`config.mk`:
```
export PLATFORM = sky130hd
export DESIGN_NAME = tmrc_top
export DESIGN_NICKNAME = d
export VERILOG_FILES = /design/src/rtl/tmrc_fmt.v /design/src/rtl/tmrc_top.v
export VERILOG_INCLUDE_DIRS = /design/src /design/src/rtl
export SDC_FILE = /design/constraint.sdc
export NUM_CORES = 1
export LEC_CHECK = 0
export ABC_AREA = 1
export BUFFER_PORTS_ARGS = -buffer_cell sky130_fd_sc_hd__buf_2
export CAP_MARGIN = 40
export CORE_MARGIN = 2
export CORE_UTILIZATION = 40
export CTS_CLUSTER_SIZE = 10
export DETAILED_ROUTE_END_ITERATION = 7
export GPL_TIMING_DRIVEN = 0
export PLACE_DENSITY_LB_ADDON = 0.12
export SYNTH_ARGS = -nofsm -noshare
export SYNTH_HDL_FRONTEND = slang
export SYNTH_SLANG_ARGS = --single-unit
```
`constraint.sdc`:
```
create_clock -name clk_i -period 2.9 [get_ports clk_i]
set_input_delay 0.145 -clock clk_i [delete_from_list [all_inputs] [get_ports clk_i]]
set_output_delay 0.145 -clock clk_i [all_outputs]
set_load 0.01 [all_outputs]
```
`src/rtl/tmrc_defines.vh`:
```
// Purpose: constants for the temperature monitor register and range control block
// Assumes: 25 MHz system clock
// Notes: offsets are register pointer values on the two-wire link
`ifndef TMRC_DEFINES_VH
`define TMRC_DEFINES_VH
`define TMRC_ADDR_LOCAL 8'h00
`define TMRC_ADDR_REM_HI 8'h01
`define TMRC_ADDR_CFG_RD 8'h03
`define TMRC_ADDR_RATE_RD 8'h04
`define TMRC_ADDR_CFG_WR 8'h09
`define TMRC_ADDR_RATE_WR 8'h0A
`define TMRC_ADDR_REM_LO 8'h10
`define TMRC_PTR_RST 8'h00
`define TMRC_TEMP_RST 8'h00
`define TMRC_CFG_RST 8'h00
`define TMRC_RATE_RST 8'h08
`define TMRC_RATE_MAX 4'hA
`define TMRC_CFG_WMASK 8'hE4
`define TMRC_CFG_MASK_BIT 7
`define TMRC_CFG_STBY_BIT 6
`define TMRC_CFG_PIN6_BIT 5
`define TMRC_CFG_RANGE_BIT 2
`define TMRC_OFFSET_DEG 64
`define TMRC_BIN_MAX 127
// Fastest interval in ns (code 0x0A), slower codes double it
`define TMRC_BASE_NS 15625000
`define TMRC_CLK_NS 40
`define TMRC_BASE_CYC (`TMRC_BASE_NS / `TMRC_CLK_NS)
// Link address value is arbitrary
`define TMRC_DEV_ADDR 7'h2A
`endif

```
`src/rtl/tmrc_fmt.v`:
```
// Purpose: convert a signed temperature in quarter degrees to register format
// Assumes: input is two's complement, 2 fractional bits
// Notes: purely combinational
`timescale 1ns/1ps
`include "tmrc_defines.vh"
module tmrc_fmt (
  // Measurement
  input wire signed [11:0] temp_i,
  input wire ext_range_i,
  // Result
  output reg [7:0] high_o,
  output reg [7:0] low_o
);
  reg signed [11:0] whole;
  reg signed [11:0] shifted;
  always @* begin
    whole = temp_i >>> 2;
    shifted = whole + 12'sd`TMRC_OFFSET_DEG;
    low_o = {temp_i[1:0], 6'h00}; // RULE_24
    if (ext_range_i) begin
      // Offset binary, saturated to the 0..255 code space
      if (shifted < 12'sd0) begin
        high_o = 8'h00;
        low_o = 8'h00;
      end else if (shifted > 12'sd255) begin
        high_o = 8'hFF;
        low_o = 8'hC0;
      end else begin
        high_o = shifted[7:0]; // RULE_04
      end
    end else begin
      if (whole < 12'sd0) begin
        high_o = 8'h00; // RULE_05
        low_o = 8'h00;
      end else if (whole > 12'sd`TMRC_BIN_MAX) begin
        high_o = 8'h7F; // RULE_05
        low_o = 8'h00;
      end else begin
        high_o = whole[7:0]; // RULE_04
      end
    end
  end
endmodule // tmrc_fmt

```
`src/rtl/tmrc_top.v`:
```
// Purpose: two-wire register interface, range/format control and conversion pacing
// Assumes: scl/sda arrive asynchronously; measurement path outside supplies results
// Notes: open-drain outputs use oe_n low to pull the line low
`timescale 1ns/1ps
`include "tmrc_defines.vh"
// Function
// RULE_01 - Config bit 2 selects normal or extended range
// RULE_02 - New range valid from next measurement
// RULE_03 - Shorted remote diode keeps last result
// RULE_04 - Binary normally, offset binary plus 64 extended
// RULE_05 - Binary scale clamps to 0 and 127
// RULE_06 - Range change anytime; next result new format
// RULE_07 - Host reprograms limits after range change
// RULE_08 - First write byte loads the pointer
// RULE_09 - Pointer resets to zero, reads local
// RULE_10 - Temperature registers written only by converter
// RULE_11 - Local 0x00, remote 0x01 and 0x10
// RULE_12 - Config read 0x03, write 0x09, reset zero
// RULE_13 - Bit 7 masks interrupt unless second overtemp
// RULE_14 - Bit 6 standby stops conversions
// RULE_15 - Interface and alarms stay active in standby
// RULE_16 - Bit 5 selects pin 6 function
// RULE_17 - Host leaves reserved config bits zero
// RULE_18 - Rate read 0x04, write 0x0A, low nibble
// RULE_19 - Rate codes halve interval, 16 s to 15.5 ms; the code's fastest interval is 15.625 ms
// RULE_20 - Each interval converts both channels
// RULE_21 - Host writes zero to upper rate bits
// RULE_22 - Rate register resets to 0x08
// RULE_23 - Low byte read freezes high byte
// RULE_24 - Remote low byte holds two fraction bits
// RULE_25 - Conversion in progress completes before standby
module tmrc_top #(
  parameter [31:0] BASE_CYC = `TMRC_BASE_CYC,
  parameter [6:0] DEV_ADDR = `TMRC_DEV_ADDR
) (
  // Clock and reset
  input wire clk_i,
  input wire sys_rst_i,
  // Two-wire link, open drain
  input wire scl_i,
  input wire sda_i,
  output wire sda_o,
  output wire sda_oe_n_o,
  // Measurement path
  output wire conv_start_o,
  output wire conv_channel_o,
  input wire conv_done_i,
  input wire signed [11:0] conv_temp_i,
  input wire remote_short_i,
  // Alarm sources from limit logic
  input wire irq_event_i,
  input wire overtemp_high_i,
  // Pin 6 and mode
  output wire pin6_o,
  output wire pin6_oe_n_o,
  output wire ext_range_o,
  output wire standby_o
);
  localparam [3:0] S_IDLE = 4'b0001;
  localparam [3:0] S_LOCAL = 4'b0010;
  localparam [3:0] S_REMOTE = 4'b0100;
  localparam [3:0] S_START2 = 4'b1000;
  localparam [4:0] L_IDLE = 5'b00001;
  localparam [4:0] L_ADDR = 5'b00010;
  localparam [4:0] L_ACK = 5'b00100;
  localparam [4:0] L_WBYTE = 5'b01000;
  localparam [4:0] L_RBYTE = 5'b10000;

  reg [7:0] ptr_q;
  reg [7:0] local_q;
  reg [7:0] rem_hi_q;
  reg [7:0] rem_lo_q;
  reg [7:0] cfg_q;
  reg [7:0] rate_q;
  reg freeze_q;
  reg [3:0] conv_q;
  reg start_q;
  reg chan_q;
  reg [31:0] tick_cnt_q;
  reg [2:0] scl_s_q;
  reg [2:0] sda_s_q;
  reg [4:0] lst_q;
  reg [3:0] bit_q;
  reg [7:0] shift_q;
  reg rd_q;
  reg first_q;
  reg sda_drv_q;
  reg [7:0] tx_q;

  wire [7:0] fmt_hi;
  wire [7:0] fmt_lo;
  wire ext_range = cfg_q[`TMRC_CFG_RANGE_BIT];
  wire standby = cfg_q[`TMRC_CFG_STBY_BIT];
  wire scl_rise = scl_s_q[1] & ~scl_s_q[2];
  wire scl_fall = ~scl_s_q[1] & scl_s_q[2];
  wire start_cond = scl_s_q[1] & scl_s_q[2] & ~sda_s_q[1] & sda_s_q[2];
  wire stop_cond = scl_s_q[1] & scl_s_q[2] & sda_s_q[1] & ~sda_s_q[2];

  // Interval length for a rate code; reserved codes fall back to the fastest
  function [31:0] interval_cyc;
    input [3:0] code;
    input [31:0] base;
    reg [3:0] c;
    begin
      c = (code > `TMRC_RATE_MAX) ? `TMRC_RATE_MAX : code;
      interval_cyc = base << (`TMRC_RATE_MAX - c); // RULE_19
    end
  endfunction

  // Register read decode
  function [7:0] reg_read;
    input [7:0] a;
    input [7:0] l;
    input [7:0] h;
    input [7:0] lo;
    input [7:0] c;
    input [7:0] r;
    begin
      case (a)
        `TMRC_ADDR_LOCAL: reg_read = l; // RULE_11
        `TMRC_ADDR_REM_HI: reg_read = h;
        `TMRC_ADDR_REM_LO: reg_read = lo;
        `TMRC_ADDR_CFG_RD: reg_read = c; // RULE_12
        `TMRC_ADDR_RATE_RD: reg_read = r; // RULE_18
        default: reg_read = 8'h00;
      endcase
    end
  endfunction

  tmrc_fmt u_fmt (
    .temp_i(conv_temp_i),
    .ext_range_i(ext_range),
    .high_o(fmt_hi),
    .low_o(fmt_lo)
  );

  // Two-stage synchronisers; third stage only for edge detection
  always @(posedge clk_i or posedge sys_rst_i) begin
    if (sys_rst_i) begin
      scl_s_q <= 3'h7;
      sda_s_q <= 3'h7;
    end else begin
      scl_s_q <= {scl_s_q[1:0], scl_i};
      sda_s_q <= {sda_s_q[1:0], sda_i};
    end
  end

  // Conversion pacing: local then remote each interval
  always @(posedge clk_i or posedge sys_rst_i) begin
    if (sys_rst_i) begin
      conv_q <= S_IDLE;
      tick_cnt_q <= 32'h0;
      start_q <= 1'b0;
      chan_q <= 1'b0;
    end else begin
      start_q <= 1'b0;
      if (tick_cnt_q != 32'h0) begin
        tick_cnt_q <= tick_cnt_q - 32'h1;
      end
      case (conv_q)
        S_IDLE: begin
          // Standby only gates new intervals, so a running one finishes
          if (!standby && tick_cnt_q == 32'h0) begin // RULE_14 RULE_25
            tick_cnt_q <= interval_cyc(rate_q[3:0], BASE_CYC) - 32'h1;
            start_q <= 1'b1;
            chan_q <= 1'b0;
            conv_q <= S_LOCAL; // RULE_20
          end
        end
        S_LOCAL: begin
          if (conv_done_i) begin
            conv_q <= S_START2;
          end
        end
        S_START2: begin
          start_q <= 1'b1;
          chan_q <= 1'b1;
          conv_q <= S_REMOTE; // RULE_20
        end
        S_REMOTE: begin
          if (conv_done_i) begin
            conv_q <= S_IDLE;
          end
        end
        default: conv_q <= S_IDLE;
      endcase
    end
  end

  // Result registers; format follows range at the moment the result lands
  always @(posedge clk_i or posedge sys_rst_i) begin
    if (sys_rst_i) begin
      local_q <= `TMRC_TEMP_RST;
      rem_hi_q <= `TMRC_TEMP_RST;
      rem_lo_q <= `TMRC_TEMP_RST;
    end else if (conv_done_i) begin // RULE_10
      if (conv_q == S_LOCAL) begin
        local_q <= fmt_hi; // RULE_01 RULE_02 RULE_06
      end else if (conv_q == S_REMOTE && !remote_short_i) begin // RULE_03
        rem_lo_q <= fmt_lo; // RULE_24
        if (!freeze_q) begin
          rem_hi_q <= fmt_hi; // RULE_23
        end
      end
    end
  end

  // Two-wire slave: pointer, writes and reads
  always @(posedge clk_i or posedge sys_rst_i) begin
    if (sys_rst_i) begin
      lst_q <= L_IDLE;
      bit_q <= 4'h0;
      shift_q <= 8'h00;
      rd_q <= 1'b0;
      first_q <= 1'b0;
      sda_drv_q <= 1'b0;
      tx_q <= 8'h00;
      ptr_q <= `TMRC_PTR_RST; // RULE_09
      cfg_q <= `TMRC_CFG_RST; // RULE_12
      rate_q <= `TMRC_RATE_RST; // RULE_22
      freeze_q <= 1'b0;
    end else if (start_cond) begin
      lst_q <= L_ADDR;
      bit_q <= 4'h0;
      sda_drv_q <= 1'b0;
    end else if (stop_cond) begin
      lst_q <= L_IDLE;
      sda_drv_q <= 1'b0;
    end else begin
      case (lst_q)
        L_IDLE: sda_drv_q <= 1'b0;
        L_ADDR, L_WBYTE: begin
          if (scl_rise) begin
            shift_q <= {shift_q[6:0], sda_s_q[1]};
            bit_q <= bit_q + 4'h1;
          end else if (scl_fall && bit_q == 4'h8) begin
            bit_q <= 4'h0;
            if (lst_q == L_ADDR) begin
              if (shift_q[7:1] == DEV_ADDR) begin
                rd_q <= shift_q[0];
                first_q <= 1'b1;
                sda_drv_q <= 1'b1;
                lst_q <= L_ACK;
              end else begin
                lst_q <= L_IDLE;
              end
            end else begin
              sda_drv_q <= 1'b1;
              lst_q <= L_ACK;
              if (first_q) begin
                ptr_q <= shift_q; // RULE_08
                first_q <= 1'b0;
              end else if (ptr_q == `TMRC_ADDR_CFG_WR) begin
                // Reserved bits are held at zero; alarms follow at once
                cfg_q <= shift_q & `TMRC_CFG_WMASK; // RULE_13 RULE_15 RULE_16
              end else if (ptr_q == `TMRC_ADDR_RATE_WR) begin
                rate_q <= {4'h0, shift_q[3:0]}; // RULE_18
              end
            end
          end
        end
        L_ACK: begin
          if (scl_fall) begin
            if (rd_q) begin
              tx_q <= reg_read(ptr_q, local_q, rem_hi_q, rem_lo_q, cfg_q, rate_q); // RULE_08
              if (ptr_q == `TMRC_ADDR_REM_LO) begin
                freeze_q <= 1'b1; // RULE_23
              end else if (ptr_q == `TMRC_ADDR_REM_HI) begin
                freeze_q <= 1'b0; // RULE_23
              end
              sda_drv_q <= 1'b1;
              lst_q <= L_RBYTE;
            end else begin
              sda_drv_q <= 1'b0;
              lst_q <= L_WBYTE;
            end
          end
        end
        L_RBYTE: begin
          if (scl_fall) begin
            if (bit_q == 4'h7) begin
              sda_drv_q <= 1'b0;
              bit_q <= 4'h8;
            end else if (bit_q == 4'h8) begin
              // Master ack slot done; next byte shifts on from tx_q without a reload
              bit_q <= 4'h0;
              sda_drv_q <= 1'b1;
            end else begin
              tx_q <= {tx_q[6:0], 1'b0};
              bit_q <= bit_q + 4'h1;
            end
          end else if (scl_rise && bit_q == 4'h8 && sda_s_q[1]) begin
            lst_q <= L_IDLE;
          end
        end
        default: lst_q <= L_IDLE;
      endcase
    end
  end

  // Pull low for ack, or for a zero data bit while sending
  wire pull_low = (lst_q == L_ACK) ? sda_drv_q : (sda_drv_q & ~tx_q[7]);
  assign sda_o = 1'b0;
  assign sda_oe_n_o = ~pull_low;

  // Pin 6: interrupt with mask, or second overtemperature ignoring mask
  wire pin6_active = cfg_q[`TMRC_CFG_PIN6_BIT] ? overtemp_high_i : // RULE_16
    (irq_event_i & ~cfg_q[`TMRC_CFG_MASK_BIT]); // RULE_13
  assign pin6_o = 1'b0;
  assign pin6_oe_n_o = ~pin6_active; // RULE_15

  assign conv_start_o = start_q;
  assign conv_channel_o = chan_q;
  assign ext_range_o = ext_range;
  assign standby_o = standby;
endmodule // tmrc_top

```
**Word level (Yosys, flattened, before mapping)**

Cells that the tools add are included.

- Flip-flop bits (word level): 113
- Input bits: 20
- Output and inout port bits: 8
- Logic and storage cells: 192

- Add/subtract/negate cells: 5
- $lt $le $gt $ge: 5
- Equality and inequality tests: 39
- Shifts and indexed selects: 1
- Multiplexer cells: 65
- Bitwise gates (word level): 25
- Reduce and logical (&&, ||, !) cells: 32

Operator list:

| operator | count |
|---|---|
| 8-bit 2-to-1 mux | 15 |
| 32-bit 2-to-1 mux | 3 |
| 32-bit by 1-bit subtractor with 32-bit output (second input constant) | 2 |
| 5-bit 2-to-1 mux | 9 |
| 4-bit 2-to-1 mux | 11 |
| 8-bit case mux with 5 select lines | 1 |
| 32-bit zero test | 1 |
| 32-bit nonzero test | 1 |
| 19-bit by 4-bit left shift with 32-bit output (first input constant) | 1 |
| 4-bit inequality test (second input constant) | 7 |
| 7-bit AND reduction | 3 |
| 5-bit case mux with 4 select lines | 1 |
| 1-bit 2-to-1 mux | 18 |
| 2-bit inequality test (second input constant) | 9 |
| 6-bit AND reduction | 3 |
| 8-bit by 4-bit == test with 1-bit output (second input constant) | 2 |
| 1-bit NOT | 16 |
| 4-bit case mux with 4 select lines | 1 |
| 8-bit case mux with 2 select lines | 1 |
| 8-bit AND reduction | 2 |
| 12-bit by 9-bit > comparator with 1-bit output (second input constant) | 1 |
| 12-bit by 1-bit < comparator with 1-bit output (second input constant) | 1 |
| 4-bit AND reduction | 3 |
| 10-bit by 8-bit adder with 11-bit output (second input constant) | 1 |
| other kinds (37) | 59 |

**Depth between registers and ports, before layout**

- Depth after elaboration: 9
- Gate-level depth with buffers: 19

**Cells and area by module**

A second synthesis with hierarchy kept.

- Cell total of the unflattened synthesis: 985
- Area total of the unflattened synthesis: 7144.4 sq um

Modules (own cells, without submodules):

| module | times used | cells an instance | area each (sq um) | sequential area each (sq um) |
|---|---|---|---|---|
| tmrc_top | 1 | 914 | 6764.0 | 2839.0 |
| tmrc_fmt | 1 | 71 | 380.4 | 0.0 |

**Worst setup path before layout**

No wires, ideal clock.

- Kind: register -> register
- From: register rate_q[2]
- To: register tick_cnt_q[11]
- Setup time: 0.119 ns
- Arrival: 2.161 ns
- Required time: 2.781 ns
- Path slack: 0.620 ns
- Cell stages (with the launch flop): 14
- Period minus slack after synthesis: 2.280 ns
- Path through: dfrtp_1 inv_1 nand2_4 a21oi_1 ha_1 nand3_2 nand2_4 inv_4 buf_6 nand3_1 nand3_2 nor2_4 a21oi_1 o21a_1

- Longest elaborated chain between the ends: 7

RTL lines:

| what | line | text |
|---|---|---|
| start: declaration | tmrc_top.v:74 | `reg [7:0] rate_q;` |
| start signal: assignment | tmrc_top.v:220 | `` rate_q <= `TMRC_RATE_RST; `` |
| start signal: assignment | tmrc_top.v:257 | `rate_q <= {4'h0, shift_q[3:0]};` |
| 4-bit > comparator (no line) | - |  |
| 4-bit 2-to-1 mux (*) | tmrc_top.v:105 | `` c = (code > `TMRC_RATE_MAX) ? `TMRC_RATE_MAX : code; `` |
| 4-bit subtractor (no line) (*) | - |  |
| 19-bit by 4-bit left shift with 32-bit output (*) | tmrc_top.v:106 | `` interval_cyc = base << (`TMRC_RATE_MAX - c); `` |
| 32-bit by 1-bit subtractor with 32-bit output (*) | tmrc_top.v:164 | `tick_cnt_q <= interval_cyc(rate_q[3:0], BASE_CYC) - 32'h1;` |
| 32-bit 2-to-1 mux (*) | tmrc_top.v:163 | `if (!standby && tick_cnt_q == 32'h0) begin` |
| 32-bit 2-to-1 mux (*) | tmrc_top.v:160 | `case (conv_q)` |
| end signal: assignment | tmrc_top.v:158 | `tick_cnt_q <= tick_cnt_q - 32'h1;` |
| end signal: assignment | tmrc_top.v:164 |  |
| end: declaration | tmrc_top.v:79 | `reg [31:0] tick_cnt_q;` |

Every way passes the cells marked *; elsewhere a longest branch is shown, timed or not.
A chain may end at the register's enable or synchronous reset.

**Final worst setup path**

- From: register rate_q[3]
- To: register tick_cnt_q[14]

The elaborated chain is that of the path after synthesis.

==> reports/results.ini <==
[final_layout]
area_delta_synth_final_pct = 11.9
multi_input_area_sq_mm = 0.00364
final_nets = 1008
regArea_sq_mm = 0.00269
final_common_cell = nand2_1
drive_above_1_share_pct = 13.2
fillCellCount = 1694
mostFrequentLayoutCells = nand2_1 (225), nor2_1 (118), inv_1 (98), dfrtp_1 (98), o21ai_0 (71)
post-route-util_pct = 46.1
antenna_cells = 0

[drt]
drtAntennaViolNets = 0
drt_pre_antenna_iters = 6
wl_met1_microns = 9220
wire_per_inst_microns = 15.7
drt_wl_total_microns = 18900
wl_met2_microns = 8790
met3RoutedLength_microns = 535
viasPerCell = 5.22
route.detailed.drc = 0
highest_layer = met4
num_vias = 6279
drt_iter0_markers = 352

[clock_network]
insertion_delay_ns = 0.36
cts_buffer_depth = 2
post_cts_buffers = 0
htreeDepth = 3
tritoncts = done
root_buffer = clkbuf_16
cts_sinks = 107
clk_pin_slew_ns = 0.08
cts-buffers-inserted = 9

[pwr]
leakagePower_nw = 3.57
power-per-cell-area_mw_per_mm2 = 409
p_total_mw = 3.14
peakVddDrop_mv = 0.274

[setup_path]
critPathLaunchType = flip-flop
crit_fanout = 10
cp.required_ns = 3.15
crit_path_end_kind = flip-flop
crit_family = simple AND/OR/NAND/NOR gates
worst-path-buf-inv = 4
cp.depth = 14
rr_worst_depth = 14
worst_path_most_repeated_cell = nand3_1
max_stage_delay_ns = 0.53
crit_arrival_ns = 2.97
critical_path_class = reg -> reg
slowest_stage = dfstp_2
crit_chain = buf_6, a21oi_4, inv_1, ha_2, inv_1, nand2_2, nand2_4, buf_6, o211ai_1, nand3_1, nor2_1, nand3_1, nand3_1, nand2_1

[logic_synthesis]
seq_area_frac_synth_pct = 39.2
synth_edf_count = 0
syn_area_per_cell_sq_um = 7.33
synth_area_leaders = dfrtp_1 (36%), nand2_1 (12%), nor2_1 (6.5%), inv_1 (5.4%), o21ai_0 (5.3%)
yosys_warnings = 0
synth_area_sq_mm = 0.00686
ys_types = 53
synth_ff_type = dfrtp_1
synth_seq_cells = 107
yosys.area.top_type_share_pct = 35.8
synthArstFlopShare_pct = 100
synth_top_cell_by_area = dfrtp_1
postSynthCellCount = 935

[floorplanning]
std_cell_rows = 47
core_sq_mm = 0.0166
start_util_pct = 41.2
fp.dieArea_sq_mm = 0.0182
io_pins = 28
die_y_microns = 135
die_w_microns = 135

[global_route]
grt_pass1_vias = 6012
grt_max_degree = 38
grt_pass1_wl_microns = 31100
overflow = 0
grt_usage_pct = 21.7
grt_antenna_before_repair = 0

[sta]
period_share_pct = 93.6
worstMarginPinSlew_ns = 0.733
hold_viol = 0
finalSetupViolCount = 0
fmax_mhz = 368
maxSlewViolCount = 0
period_minus_slack_ns = 2.71
max_slew_margin_pct = 50.9
fin_skew_ns = 0.0133
fin_ws_ns = 0.186

[flow_run]
drv_cap = 0

[min_path]
hold_path_depth = 2
min-delay-path-class = in -> reg

[placement]
dp_hpwl_microns = 15000
place_congestion = 0.988
io_buffer_count = 25
pre_cts_ws_ns = 0.0508

[status]
outcome = finished, final reports clean

[synthesized netlist by cell type (2+ instances only)]
cell type	instances
xnor2_1	14
nand2_4	2
a31oi_1	6
o21ai_1	10
o21a_1	7
xor2_1	12
inv_4	2
clkbuf_1	2
nor2_1	118
dfrtp_1	98
a21oi_1	34
buf_4	2
nand4_1	19
nor2_2	12
o21bai_1	4
nor3_1	8
nand3_1	68
o22ai_1	3
buf_6	8
o221ai_1	2
mux2i_1	3
o21ai_0	72
nand2_1	225
buf_2	6
inv_1	99
nand2_2	9
ha_1	10
and2_1	2
nand3_2	5
o211ai_1	13
nor2_4	2
inv_2	8
a21o_1	2
a22oi_1	3
o21ai_2	11
nor4_1	9
dfstp_2	9
[registers in the layout, summed over array words and instances, names as in the netlist]
| signal | cells |
|---|---|
| scl_s_q | 3 |
| conv_q | 4 |
| conv_channel_o | 1 |
| tick_cnt_q | 32 |
| bit_q | 4 |
| tx_q | 8 |
| rd_q | 1 |
| shift_q | 8 |
| conv_start_o | 1 |
| rem_lo_q | 2 |
| first_q | 1 |
| sda_drv_q | 1 |
| ptr_q | 8 |
| rem_hi_q | 8 |
| rate_q | 4 |
| lst_q | 5 |
| cfg_q | 4 |
| freeze_q | 1 |
| local_q | 8 |
| sda_s_q | 3 |
[logic make-up after synthesis]
logic type               after synthesis  share of synthesized area, %
AO/OA/AOI/OAI                        175                          15.2
XOR/XNOR                              26                          3.32
adder cells (fa/ha/maj)               10                          1.82
buffers and inverters                127                          8.12
flip-flops                           107                          39.2
multiplexers                           4                         0.602
other                                  1                        0.0547
AND/OR/NAND/NOR                      485                          31.7
[power breakdown]
| part | total, mW | internal, mW | leakage (nW) | switching [mW] |
|---|---|---|---|---|
| combinational | 0.301 | 0.106 | 2.09 | 0.195 |
| sequential | 1.60 | 1.56 | 1.34 | 0.0390 |
| clock | 1.24 | 0.613 | 0.142 | 0.627 |
[worst register-to-register path: stages (launching register included)]
cell,delay (ns)
dfstp_2,0.53
buf_6,0.17
a21oi_4,0.10
inv_1,0.17
ha_2,0.25
inv_1,0.07
nand2_2,0.08
nand2_4,0.09
buf_6,0.16
o211ai_1,0.37
nand3_1,0.14
nor2_1,0.17
nand3_1,0.09
nand3_1,0.14
nand2_1,0.06
[layout make-up]
| class | instances | share of cell area (%) |
|---|---|---|
| Multi-Input combinational cell | 702 | 47.4 |
| Timing Repair Buffer | 31 | 2.80 |
| Tap cell | 220 | 3.59 |
| Buffer | 18 | 1.86 |
| Inverter | 109 | 5.44 |
| Clock buffer | 10 | 2.98 |
| Sequential cell | 107 | 35.0 |
| Clock inverter | 6 | 0.864 |
[path summary, 6_finish.rpt]
| kind | slack [ns] | from | endpoint |
|---|---|---|---|
| worst min register to register | 0.36 | scl_s_q[0] | scl_s_q[1] |
| worst max register to register | 0.19 | rate_q[3] | tick_cnt_q[14] |
| max in group asynchronous | 1.52 | sys_rst_i | conv_q[0] |
| min in group asynchronous | 0.34 | sys_rst_i | tick_cnt_q[0] |
| worst max-delay path | 0.19 | rate_q[3] | tick_cnt_q[14] |
| worst min-delay path | 0.02 | conv_done_i | conv_q[2] |
[routing by layer]
layer | track usage [%] | vias to the layer above
met4 | 6.25 | 0
li1 | - | 3169
met3 | 3.08 | 29
met5 | 0 | -
met1 | 30.2 | 2939
met2 | 35.3 | 142
[stage by stage]
stage          instance area (sq um)  TNS (ns)  hold slack [ns]  instances
2_1_floorplan                   6870         0            0.149        936
3_3_place_gp                    7270   -0.0198            0.252       1181
3_5_place_dp                    7330         0            0.195       1184
4_1_cts                         7650         0          0.00539       1203
5_1_grt                         7680  -0.00672           0.0126       1203
6_report                        7680         0           0.0175       1203
[timing repair]
item                                   CTS  global route
hold buffers                             3             0
pin swaps                                0             0
endpoints found under the hold margin   19             0
resized for setup                        1             5
setup endpoints to repair                2            11
No activity file was read; power rests on OpenSTA's default activity.
